--- config.mk ---
export PLATFORM = sky130hd
export DESIGN_NAME = vec_start_sched_ctrl
export DESIGN_NICKNAME = d
export VERILOG_FILES = /design/src/verilog/vec_start_pkg.sv /design/src/verilog/vec_start_sched_ctrl.sv
export SDC_FILE = /design/constraint.sdc
export NUM_CORES = 1
export LEC_CHECK = 0
export BUFFER_PORTS_ARGS = -buffer_cell sky130_fd_sc_hd__buf_4
export CORE_MARGIN = 4
export CORE_UTILIZATION = 35
export CTS_BUF_LIST = sky130_fd_sc_hd__clkbuf_4
export DETAILED_ROUTE_END_ITERATION = 8
export GPL_TIMING_DRIVEN = 0
export PLACE_DENSITY = 0.69
export SLEW_MARGIN = 5
export SYNTH_ARGS = -nofsm -noshare
export SYNTH_HDL_FRONTEND = slang
export SYNTH_SLANG_ARGS = --single-unit
--- constraint.sdc ---
create_clock -name clk_i -period 1.7 [get_ports clk_i]
set_input_delay 0.255 -clock clk_i [delete_from_list [all_inputs] [get_ports clk_i]]
set_output_delay 0.255 -clock clk_i [all_outputs]
set_load 0.02 [all_outputs]
--- src/verilog/vec_start_pkg.sv ---
`default_nettype none
package vec_start_pkg;
  // Register byte offsets
  localparam logic [7:0] START_TRIG_OFS = 8'h00;
  localparam logic [7:0] TASK_SEL_OFS = 8'h04;
  localparam logic [7:0] SCHED_SEL_OFS = 8'h08;
  localparam logic [7:0] REPEAT_OFS = 8'h0c;
  localparam logic [7:0] STATUS_OFS = 8'h10;
  localparam logic [7:0] TERMINATE_OFS = 8'h14;
  localparam int ADDR_W = 8;

  // Field positions
  localparam int SW_START_BIT = 1;
  localparam int TERMINATE_BIT = 1;
  localparam int FIELD_LSB = 4;
  localparam int FIELD_MSB = 7;
  localparam int FIELD_W = 4;
  localparam int BUSY_BIT = 0;
  localparam int LEFT_LSB = 8;
  localparam int LEFT_MSB = 11;

  // Reset values
  localparam logic [3:0] FIELD_RST = 4'h0;
  localparam logic [31:0] DATA_ZERO = 32'h0000_0000;

  // Schedule select code for a single task
  localparam logic [3:0] SCHED_SINGLE = 4'h0;
  localparam logic [3:0] REPEAT_NONE = 4'h0;
  localparam logic [3:0] ONE_PASS = 4'h1;

  typedef enum logic [3:0] {
    TASK_OUT_CTRL1,
    TASK_TRIG_GEN,
    TASK_IN_PROC1,
    TASK_IN_PHASE,
    TASK_IN_AXIS,
    TASK_CUR_CTRL,
    TASK_SIN_COS,
    TASK_OUT_AXIS,
    TASK_OUT_PHASE_SVM,
    TASK_OUT_CTRL2,
    TASK_IN_PROC2,
    TASK_OUT_PHASE_ICLARKE,
    TASK_ATAN,
    TASK_SQRT,
    TASK_RSVD_E,
    TASK_RSVD_F
  } task_code_t;

  typedef enum logic [1:0] {
    ST_IDLE,
    ST_ISSUE,
    ST_WAIT
  } run_state_t;
endpackage
`default_nettype wire

--- src/verilog/vec_start_sched_ctrl.sv ---
// The APB slave port and the register offsets were decided locally.
`default_nettype none
module vec_start_sched_ctrl (
  input wire logic clk_i,
  input wire logic reset_i,
  input wire logic psel_i,
  input wire logic penable_i,
  input wire logic pwrite_i,
  input wire logic [31:0] paddr_i,
  input wire logic [31:0] pwdata_i,
  output logic [31:0] prdata_o,
  output logic pready_o,
  output logic pslverr_o,
  input wire logic pass_done_i,
  output logic run_start_o,
  output logic [3:0] run_task_o,
  output logic [3:0] run_sched_o,
  output logic busy_o,
  output logic terminate_o
);

  logic [3:0] task_sel_ff;
  logic [3:0] nxt_task_sel;
  logic [3:0] sched_sel_ff;
  logic [3:0] nxt_sched_sel;
  logic [3:0] repeat_ff;
  logic [3:0] nxt_repeat;
  logic sw_start_ff;
  logic nxt_sw_start;
  logic terminate_ff;
  logic nxt_terminate;
  logic pready_ff;
  logic nxt_pready;
  logic pslverr_ff;
  logic nxt_pslverr;
  logic [31:0] prdata_ff;
  logic [31:0] nxt_prdata;

  vec_start_pkg::run_state_t state_ff;
  vec_start_pkg::run_state_t nxt_state;
  logic [3:0] left_ff;
  logic [3:0] nxt_left;
  logic [3:0] run_task_ff;
  logic [3:0] nxt_run_task;
  logic [3:0] run_sched_ff;
  logic [3:0] nxt_run_sched;
  logic run_start_ff;
  logic nxt_run_start;
  logic busy_ff;
  logic nxt_busy;
  logic single_task;
  logic run_none;

  logic access;
  logic answer;
  logic wr_en;
  logic rd_en;
  logic [7:0] ofs;
  logic mapped;
  logic wr_start;
  logic wr_task;
  logic wr_sched;
  logic wr_repeat;
  logic wr_term;
  logic [31:0] task_word;
  logic [31:0] sched_word;
  logic [31:0] repeat_word;
  logic [31:0] status_word;

  // First access cycle answers, second commits
  assign answer = psel_i && penable_i && !pready_ff;
  assign access = psel_i && penable_i && pready_ff;
  assign wr_en = access && pwrite_i;
  assign rd_en = answer && !pwrite_i;
  assign ofs = paddr_i[vec_start_pkg::ADDR_W-1:0];

  always_comb begin
    case (ofs)
      vec_start_pkg::START_TRIG_OFS,
      vec_start_pkg::TASK_SEL_OFS,
      vec_start_pkg::SCHED_SEL_OFS,
      vec_start_pkg::REPEAT_OFS,
      vec_start_pkg::STATUS_OFS,
      vec_start_pkg::TERMINATE_OFS: mapped = (paddr_i[31:8] == 24'h000000);
      default: mapped = 1'b0;
    endcase
  end

  // Write strobes, one per writable register
  assign wr_start = wr_en && mapped &&
    (ofs == vec_start_pkg::START_TRIG_OFS);
  assign wr_task = wr_en && mapped &&
    (ofs == vec_start_pkg::TASK_SEL_OFS);
  assign wr_sched = wr_en && mapped &&
    (ofs == vec_start_pkg::SCHED_SEL_OFS);
  assign wr_repeat = wr_en && mapped &&
    (ofs == vec_start_pkg::REPEAT_OFS);
  assign wr_term = wr_en && mapped &&
    (ofs == vec_start_pkg::TERMINATE_OFS);

  // Read words, unused bits held at zero
  always_comb begin
    task_word = vec_start_pkg::DATA_ZERO;
    sched_word = vec_start_pkg::DATA_ZERO;
    repeat_word = vec_start_pkg::DATA_ZERO;
    status_word = vec_start_pkg::DATA_ZERO;
    task_word[vec_start_pkg::FIELD_MSB:vec_start_pkg::FIELD_LSB] =
      task_sel_ff;
    sched_word[vec_start_pkg::FIELD_MSB:vec_start_pkg::FIELD_LSB] =
      sched_sel_ff;
    repeat_word[vec_start_pkg::FIELD_MSB:vec_start_pkg::FIELD_LSB] =
      repeat_ff;
    status_word[vec_start_pkg::BUSY_BIT] = busy_ff;
    status_word[vec_start_pkg::FIELD_MSB:vec_start_pkg::FIELD_LSB] =
      run_task_ff;
    status_word[vec_start_pkg::LEFT_MSB:vec_start_pkg::LEFT_LSB] =
      left_ff;
  end

  // Bus slave and register file
  always_comb begin
    nxt_task_sel = task_sel_ff;
    nxt_sched_sel = sched_sel_ff;
    nxt_repeat = repeat_ff;
    nxt_sw_start = 1'b0;
    nxt_terminate = 1'b0;
    nxt_pready = answer;
    nxt_pslverr = answer && !mapped;
    nxt_prdata = vec_start_pkg::DATA_ZERO;
    if (rd_en && mapped) begin
      case (ofs)
        vec_start_pkg::TASK_SEL_OFS: nxt_prdata = task_word;
        vec_start_pkg::SCHED_SEL_OFS: nxt_prdata = sched_word;
        vec_start_pkg::REPEAT_OFS: nxt_prdata = repeat_word;
        vec_start_pkg::STATUS_OFS: nxt_prdata = status_word;
        default: nxt_prdata = vec_start_pkg::DATA_ZERO;
      endcase
    end
    if (wr_start) begin
      nxt_sw_start = pwdata_i[vec_start_pkg::SW_START_BIT];
    end
    if (wr_task) begin
      nxt_task_sel =
        pwdata_i[vec_start_pkg::FIELD_MSB:vec_start_pkg::FIELD_LSB];
    end
    if (wr_sched) begin
      nxt_sched_sel =
        pwdata_i[vec_start_pkg::FIELD_MSB:vec_start_pkg::FIELD_LSB];
    end
    if (wr_repeat) begin
      nxt_repeat =
        pwdata_i[vec_start_pkg::FIELD_MSB:vec_start_pkg::FIELD_LSB];
    end
    if (wr_term) begin
      nxt_terminate = pwdata_i[vec_start_pkg::TERMINATE_BIT];
    end
  end

  always_ff @(posedge clk_i) begin
    if (reset_i) begin
      task_sel_ff <= vec_start_pkg::FIELD_RST;
      sched_sel_ff <= vec_start_pkg::FIELD_RST;
      repeat_ff <= vec_start_pkg::FIELD_RST;
      sw_start_ff <= 1'b0;
      terminate_ff <= 1'b0;
      pready_ff <= 1'b0;
      pslverr_ff <= 1'b0;
      prdata_ff <= vec_start_pkg::DATA_ZERO;
    end else begin
      task_sel_ff <= nxt_task_sel;
      sched_sel_ff <= nxt_sched_sel;
      repeat_ff <= nxt_repeat;
      sw_start_ff <= nxt_sw_start;
      terminate_ff <= nxt_terminate;
      pready_ff <= nxt_pready;
      pslverr_ff <= nxt_pslverr;
      prdata_ff <= nxt_prdata;
    end
  end

  // Run mode decode
  assign single_task =
    (sched_sel_ff == vec_start_pkg::SCHED_SINGLE);
  assign run_none =
    (repeat_ff == vec_start_pkg::REPEAT_NONE);

  // Run sequencer
  always_comb begin
    nxt_state = state_ff;
    nxt_left = left_ff;
    nxt_run_task = run_task_ff;
    nxt_run_sched = run_sched_ff;
    nxt_run_start = 1'b0;
    case (state_ff)
      vec_start_pkg::ST_IDLE: begin
        if (sw_start_ff) begin
          nxt_run_task = task_sel_ff;
          nxt_run_sched = sched_sel_ff;
          if (single_task) begin
            nxt_left = vec_start_pkg::ONE_PASS;
            nxt_state = vec_start_pkg::ST_ISSUE;
          end else if (!run_none) begin
            nxt_left = repeat_ff;
            nxt_state = vec_start_pkg::ST_ISSUE;
          end else begin
            nxt_state = vec_start_pkg::ST_IDLE;
          end
        end
      end
      vec_start_pkg::ST_ISSUE: begin
        nxt_run_start = 1'b1;
        nxt_state = vec_start_pkg::ST_WAIT;
      end
      vec_start_pkg::ST_WAIT: begin
        if (pass_done_i) begin
          nxt_left = left_ff - vec_start_pkg::ONE_PASS;
          if (left_ff == vec_start_pkg::ONE_PASS) begin
            nxt_state = vec_start_pkg::ST_IDLE;
          end else begin
            nxt_state = vec_start_pkg::ST_ISSUE;
          end
        end
      end
      default: nxt_state = vec_start_pkg::ST_IDLE;
    endcase
    if (terminate_ff) begin
      nxt_state = vec_start_pkg::ST_IDLE;
      nxt_left = vec_start_pkg::FIELD_RST;
      nxt_run_start = 1'b0;
    end
    nxt_busy = (nxt_state != vec_start_pkg::ST_IDLE);
  end

  always_ff @(posedge clk_i) begin
    if (reset_i) begin
      state_ff <= vec_start_pkg::ST_IDLE;
      left_ff <= vec_start_pkg::FIELD_RST;
      run_task_ff <= vec_start_pkg::FIELD_RST;
      run_sched_ff <= vec_start_pkg::FIELD_RST;
      run_start_ff <= 1'b0;
      busy_ff <= 1'b0;
    end else begin
      state_ff <= nxt_state;
      left_ff <= nxt_left;
      run_task_ff <= nxt_run_task;
      run_sched_ff <= nxt_run_sched;
      run_start_ff <= nxt_run_start;
      busy_ff <= nxt_busy;
    end
  end

  assign prdata_o = prdata_ff;
  assign pready_o = pready_ff;
  assign pslverr_o = pslverr_ff;
  assign run_start_o = run_start_ff;
  assign run_task_o = run_task_ff;
  assign run_sched_o = run_sched_ff;
  assign busy_o = busy_ff;
  assign terminate_o = terminate_ff;

endmodule // vec_start_sched_ctrl
`default_nettype wire

==> results.ini <==
[place]
dpl.cell_count=376
io_buffers=62
dp_hpwl_um=4130
globalplace.congestion=0.896

[flow_run]
drv_cap=0

[logic_synthesis]
ys_dominant_reg_cell=dfxtp_1
yosys_warnings=0
ys_top_cells_by_area=dfxtp_1, mux2i_1, buf_4
synthArstFlopShare_pct=0
postSynthCellCount=220
ys_ff_latch=41
yosysTopAreaCell=dfxtp_1
avgSynthCellArea_um2=9.47
netlist_area_um2=2080
yosysSeqAreaShare_pct=39.4
synth_edf_count=0
yosysTopAreaCellShare_pct=39.4
synth.distinct_cells=47

[setup_path]
worstPathMaxFanout=5
critPathRequiredTime_ns=1.95
startpoint_type=flop
critPathArrivalTime_ns=1.93
criticalPathCategory=flop to flop
cp-end-kind=flop
r2r.worst_path.cells=4

[drt]
wl_per_cell_um=13.6
remaining_drc_errors=0
routed_wl_um=5270
vias_per_cell=4.69
drt_iter0_markers=64
drtAntennaViolNets=0
vias=1818
drt-pass1-iter-count=4

[sta]
rsz0062_at_grt=true
hold_viol_final=0
finClkSkew_ns=0.00861
setup_viol=0
tns_ns=0
hold_slack_ns=0.196
fmax_mhz=597
maxSlewHeadroom_pct=45.7
period_share_pct=98.5
slew_viol_final=0
worst_pin_slew_ns=0.812
fin_crit_ns=1.67

[cells_and_area]
drive_gt1_share_pct=40.2
fin_nets=387
diodes=0
syn_to_final_growth_pct=41.1
fin_cells=388

[floorplan]
fp.dieArea_um2=7250
start_util_pct=36.9
core_region_area_um2=5640
num_rows=27
die_x_um=85.2
num_io_pins=115
die_h_um=85.2

[global_route]
grt_usage_pct=14.6
grt_pass1_vias=1772
antenna_found_initial=0
grt_start_max_net_pins=14
grt_pass1_wl_um=8610
overflow=0

[worst_hold_path]
holdPathStages=3
hp-class=primary input to flop

[clocking]
tritoncts=built
hold_buffers=0
cts_sinks=41
clockBufferDepth=2
htree_levels=2
worstSkewPairLatency_ns=0.35
path_clk_slew_ns=0.13
cts_buffers=5
clock-root-buffer=clkbuf_4

[run_status]
status=complete, no violations

[pwr]
p_leak_nw=1.38
ir_drop_mv=0.395
powerDensity_nw_per_um2=629

-- cells in the final DEF (no fill, tap or decap), types with 3 or more instances in the layout --
| cell type | count |
|---|---|
| buf_4 | 88 |
| dfxtp_1 | 39 |
| conb_1 | 23 |
| mux2i_1 | 20 |
| nand2b_1 | 18 |
| nor2_1 | 15 |
| inv_1 | 7 |
| nor2b_1 | 6 |
| clkbuf_1 | 5 |
| clkbuf_4 | 5 |
| nor4_1 | 4 |
| nor3_4 | 4 |
| nor3_1 | 4 |
| a22oi_1 | 4 |
| mux2_2 | 4 |
| a2bb2oi_1 | 4 |
| or4_4 | 3 |
| a31oi_1 | 3 |
| nor4_4 | 3 |
| a21oi_1 | 3 |
| nand4_2 | 3 |
| nand2_1 | 3 |
| nor3_2 | 3 |
-- cell usage after synthesis (3+ instances only) --
master / instances
inv_1: 7
nand4_2: 3
nor4_1: 6
a31oi_1: 3
nand2b_1: 18
nor2_1: 15
clkbuf_1: 5
a21oi_1: 3
dfxtp_1: 41
a22oi_1: 4
mux2i_1: 20
buf_4: 24
mux2_2: 4
nor2b_1: 6
or4_1: 3
nor3_1: 11
nand2_1: 3
a2bb2oi_1: 4
o21a_1: 3
-- cell type report --
type | count | area (um2)
Clock buffer | 5 | 37.5
Sequential cell | 41 | 823
Inverter | 7 | 26.3
Timing Repair Buffer | 66 | 503
Tap cell | 72 | 90.1
Multi-Input combinational cell | 163 | 1210
Fill cell | 551 | 2700
Clock inverter | 3 | 41.3
Buffer | 31 | 209
-- metal layers --
layer  track usage [%]  vias up  wire length [um]
met5                 0        -                 0
met4              3.45        0                36
met3              3.01        4               274
met2              24.1       49              2600
met1              19.5      839              2360
li1                  -      926                 -
-- repair_timing --
action / in CTS / in global routing
pin swaps: 5 / 3
resized for setup: 10 / 14
cloned: 1 / 0
buffers inserted: 3 / 0
endpoints found under the setup margin: 9 / 17
-- final timing paths --
check / startpoint / endpoint / slack [ns]
min reg2reg: busy_o$_SDFF_PP0_ / prdata_o[0]$_SDFF_PP0_ / 0.45
max reg2reg: repeat_ff[3]$_SDFFE_PP0P_ / busy_o$_SDFF_PP0_ / 0.03
max: repeat_ff[3]$_SDFFE_PP0P_ / busy_o$_SDFF_PP0_ / 0.03
min: pass_done_i / state_ff[1]$_SDFF_PP0_ / 0.20
-- stage by stage --
step / util [%] / setup slack [ns] / total power, W / area (um2)
global route: 52.1 / -0.0182 / 0.00192 / 2940
CTS: 51.0 / -0.109 / 0.00185 / 2880
detailed placement: 48.3 / -0.389 / 0.00122 / 2720
global placement: 48.3 / -0.397 / 0.00122 / 2720
floorplan: - / -0.0544 / 0.00113 / 2170
finish: 52.1 / 0.0251 / 0.00185 / 2940
-- logic make-up after synthesis --
kind of cell               count (synthesis)  share of synthesized area, %
and+or+nand+nor                           88                          26.9
xor gates and xnor gates                   2                         0.840
adders and majority gates                  2                          1.20
buffers and inverters                     38                          11.3
muxes                                     24                          11.8
DFF                                       41                          39.4
AOI/OAI and AO/OA                         24                          8.46
other                                      1                         0.180
-- power breakdown --
part           switching (W)  total (W)  internal, W
Combinational       0.000127   0.000253     0.000126
Clock               0.000329   0.000633     0.000305
Sequential       0.000000758   0.000963     0.000963
-- worst max-delay path, stage by stage (launching register included) --
cell and delay, ns:
dfxtp_2 0.36, or4_4 0.53, o21a_2 0.25, o21a_1 0.21
or2_1 0.22
-- sequential cells by signal (all words and copies together) (netlist names) --
| register | count |
|---|---|
| sw_start_ff | 1 |
| run_start_o | 1 |
| task_sel_ff | 4 |
| terminate_o | 1 |
| run_task_o | 4 |
| run_sched_o | 4 |
| sched_sel_ff | 4 |
| pslverr_o | 1 |
| repeat_ff | 4 |
| left_ff | 4 |
| busy_o | 1 |
| pready_o | 1 |
| prdata_o | 9 |
| state_ff | 2 |
Power figures use the tool's default switching activity.
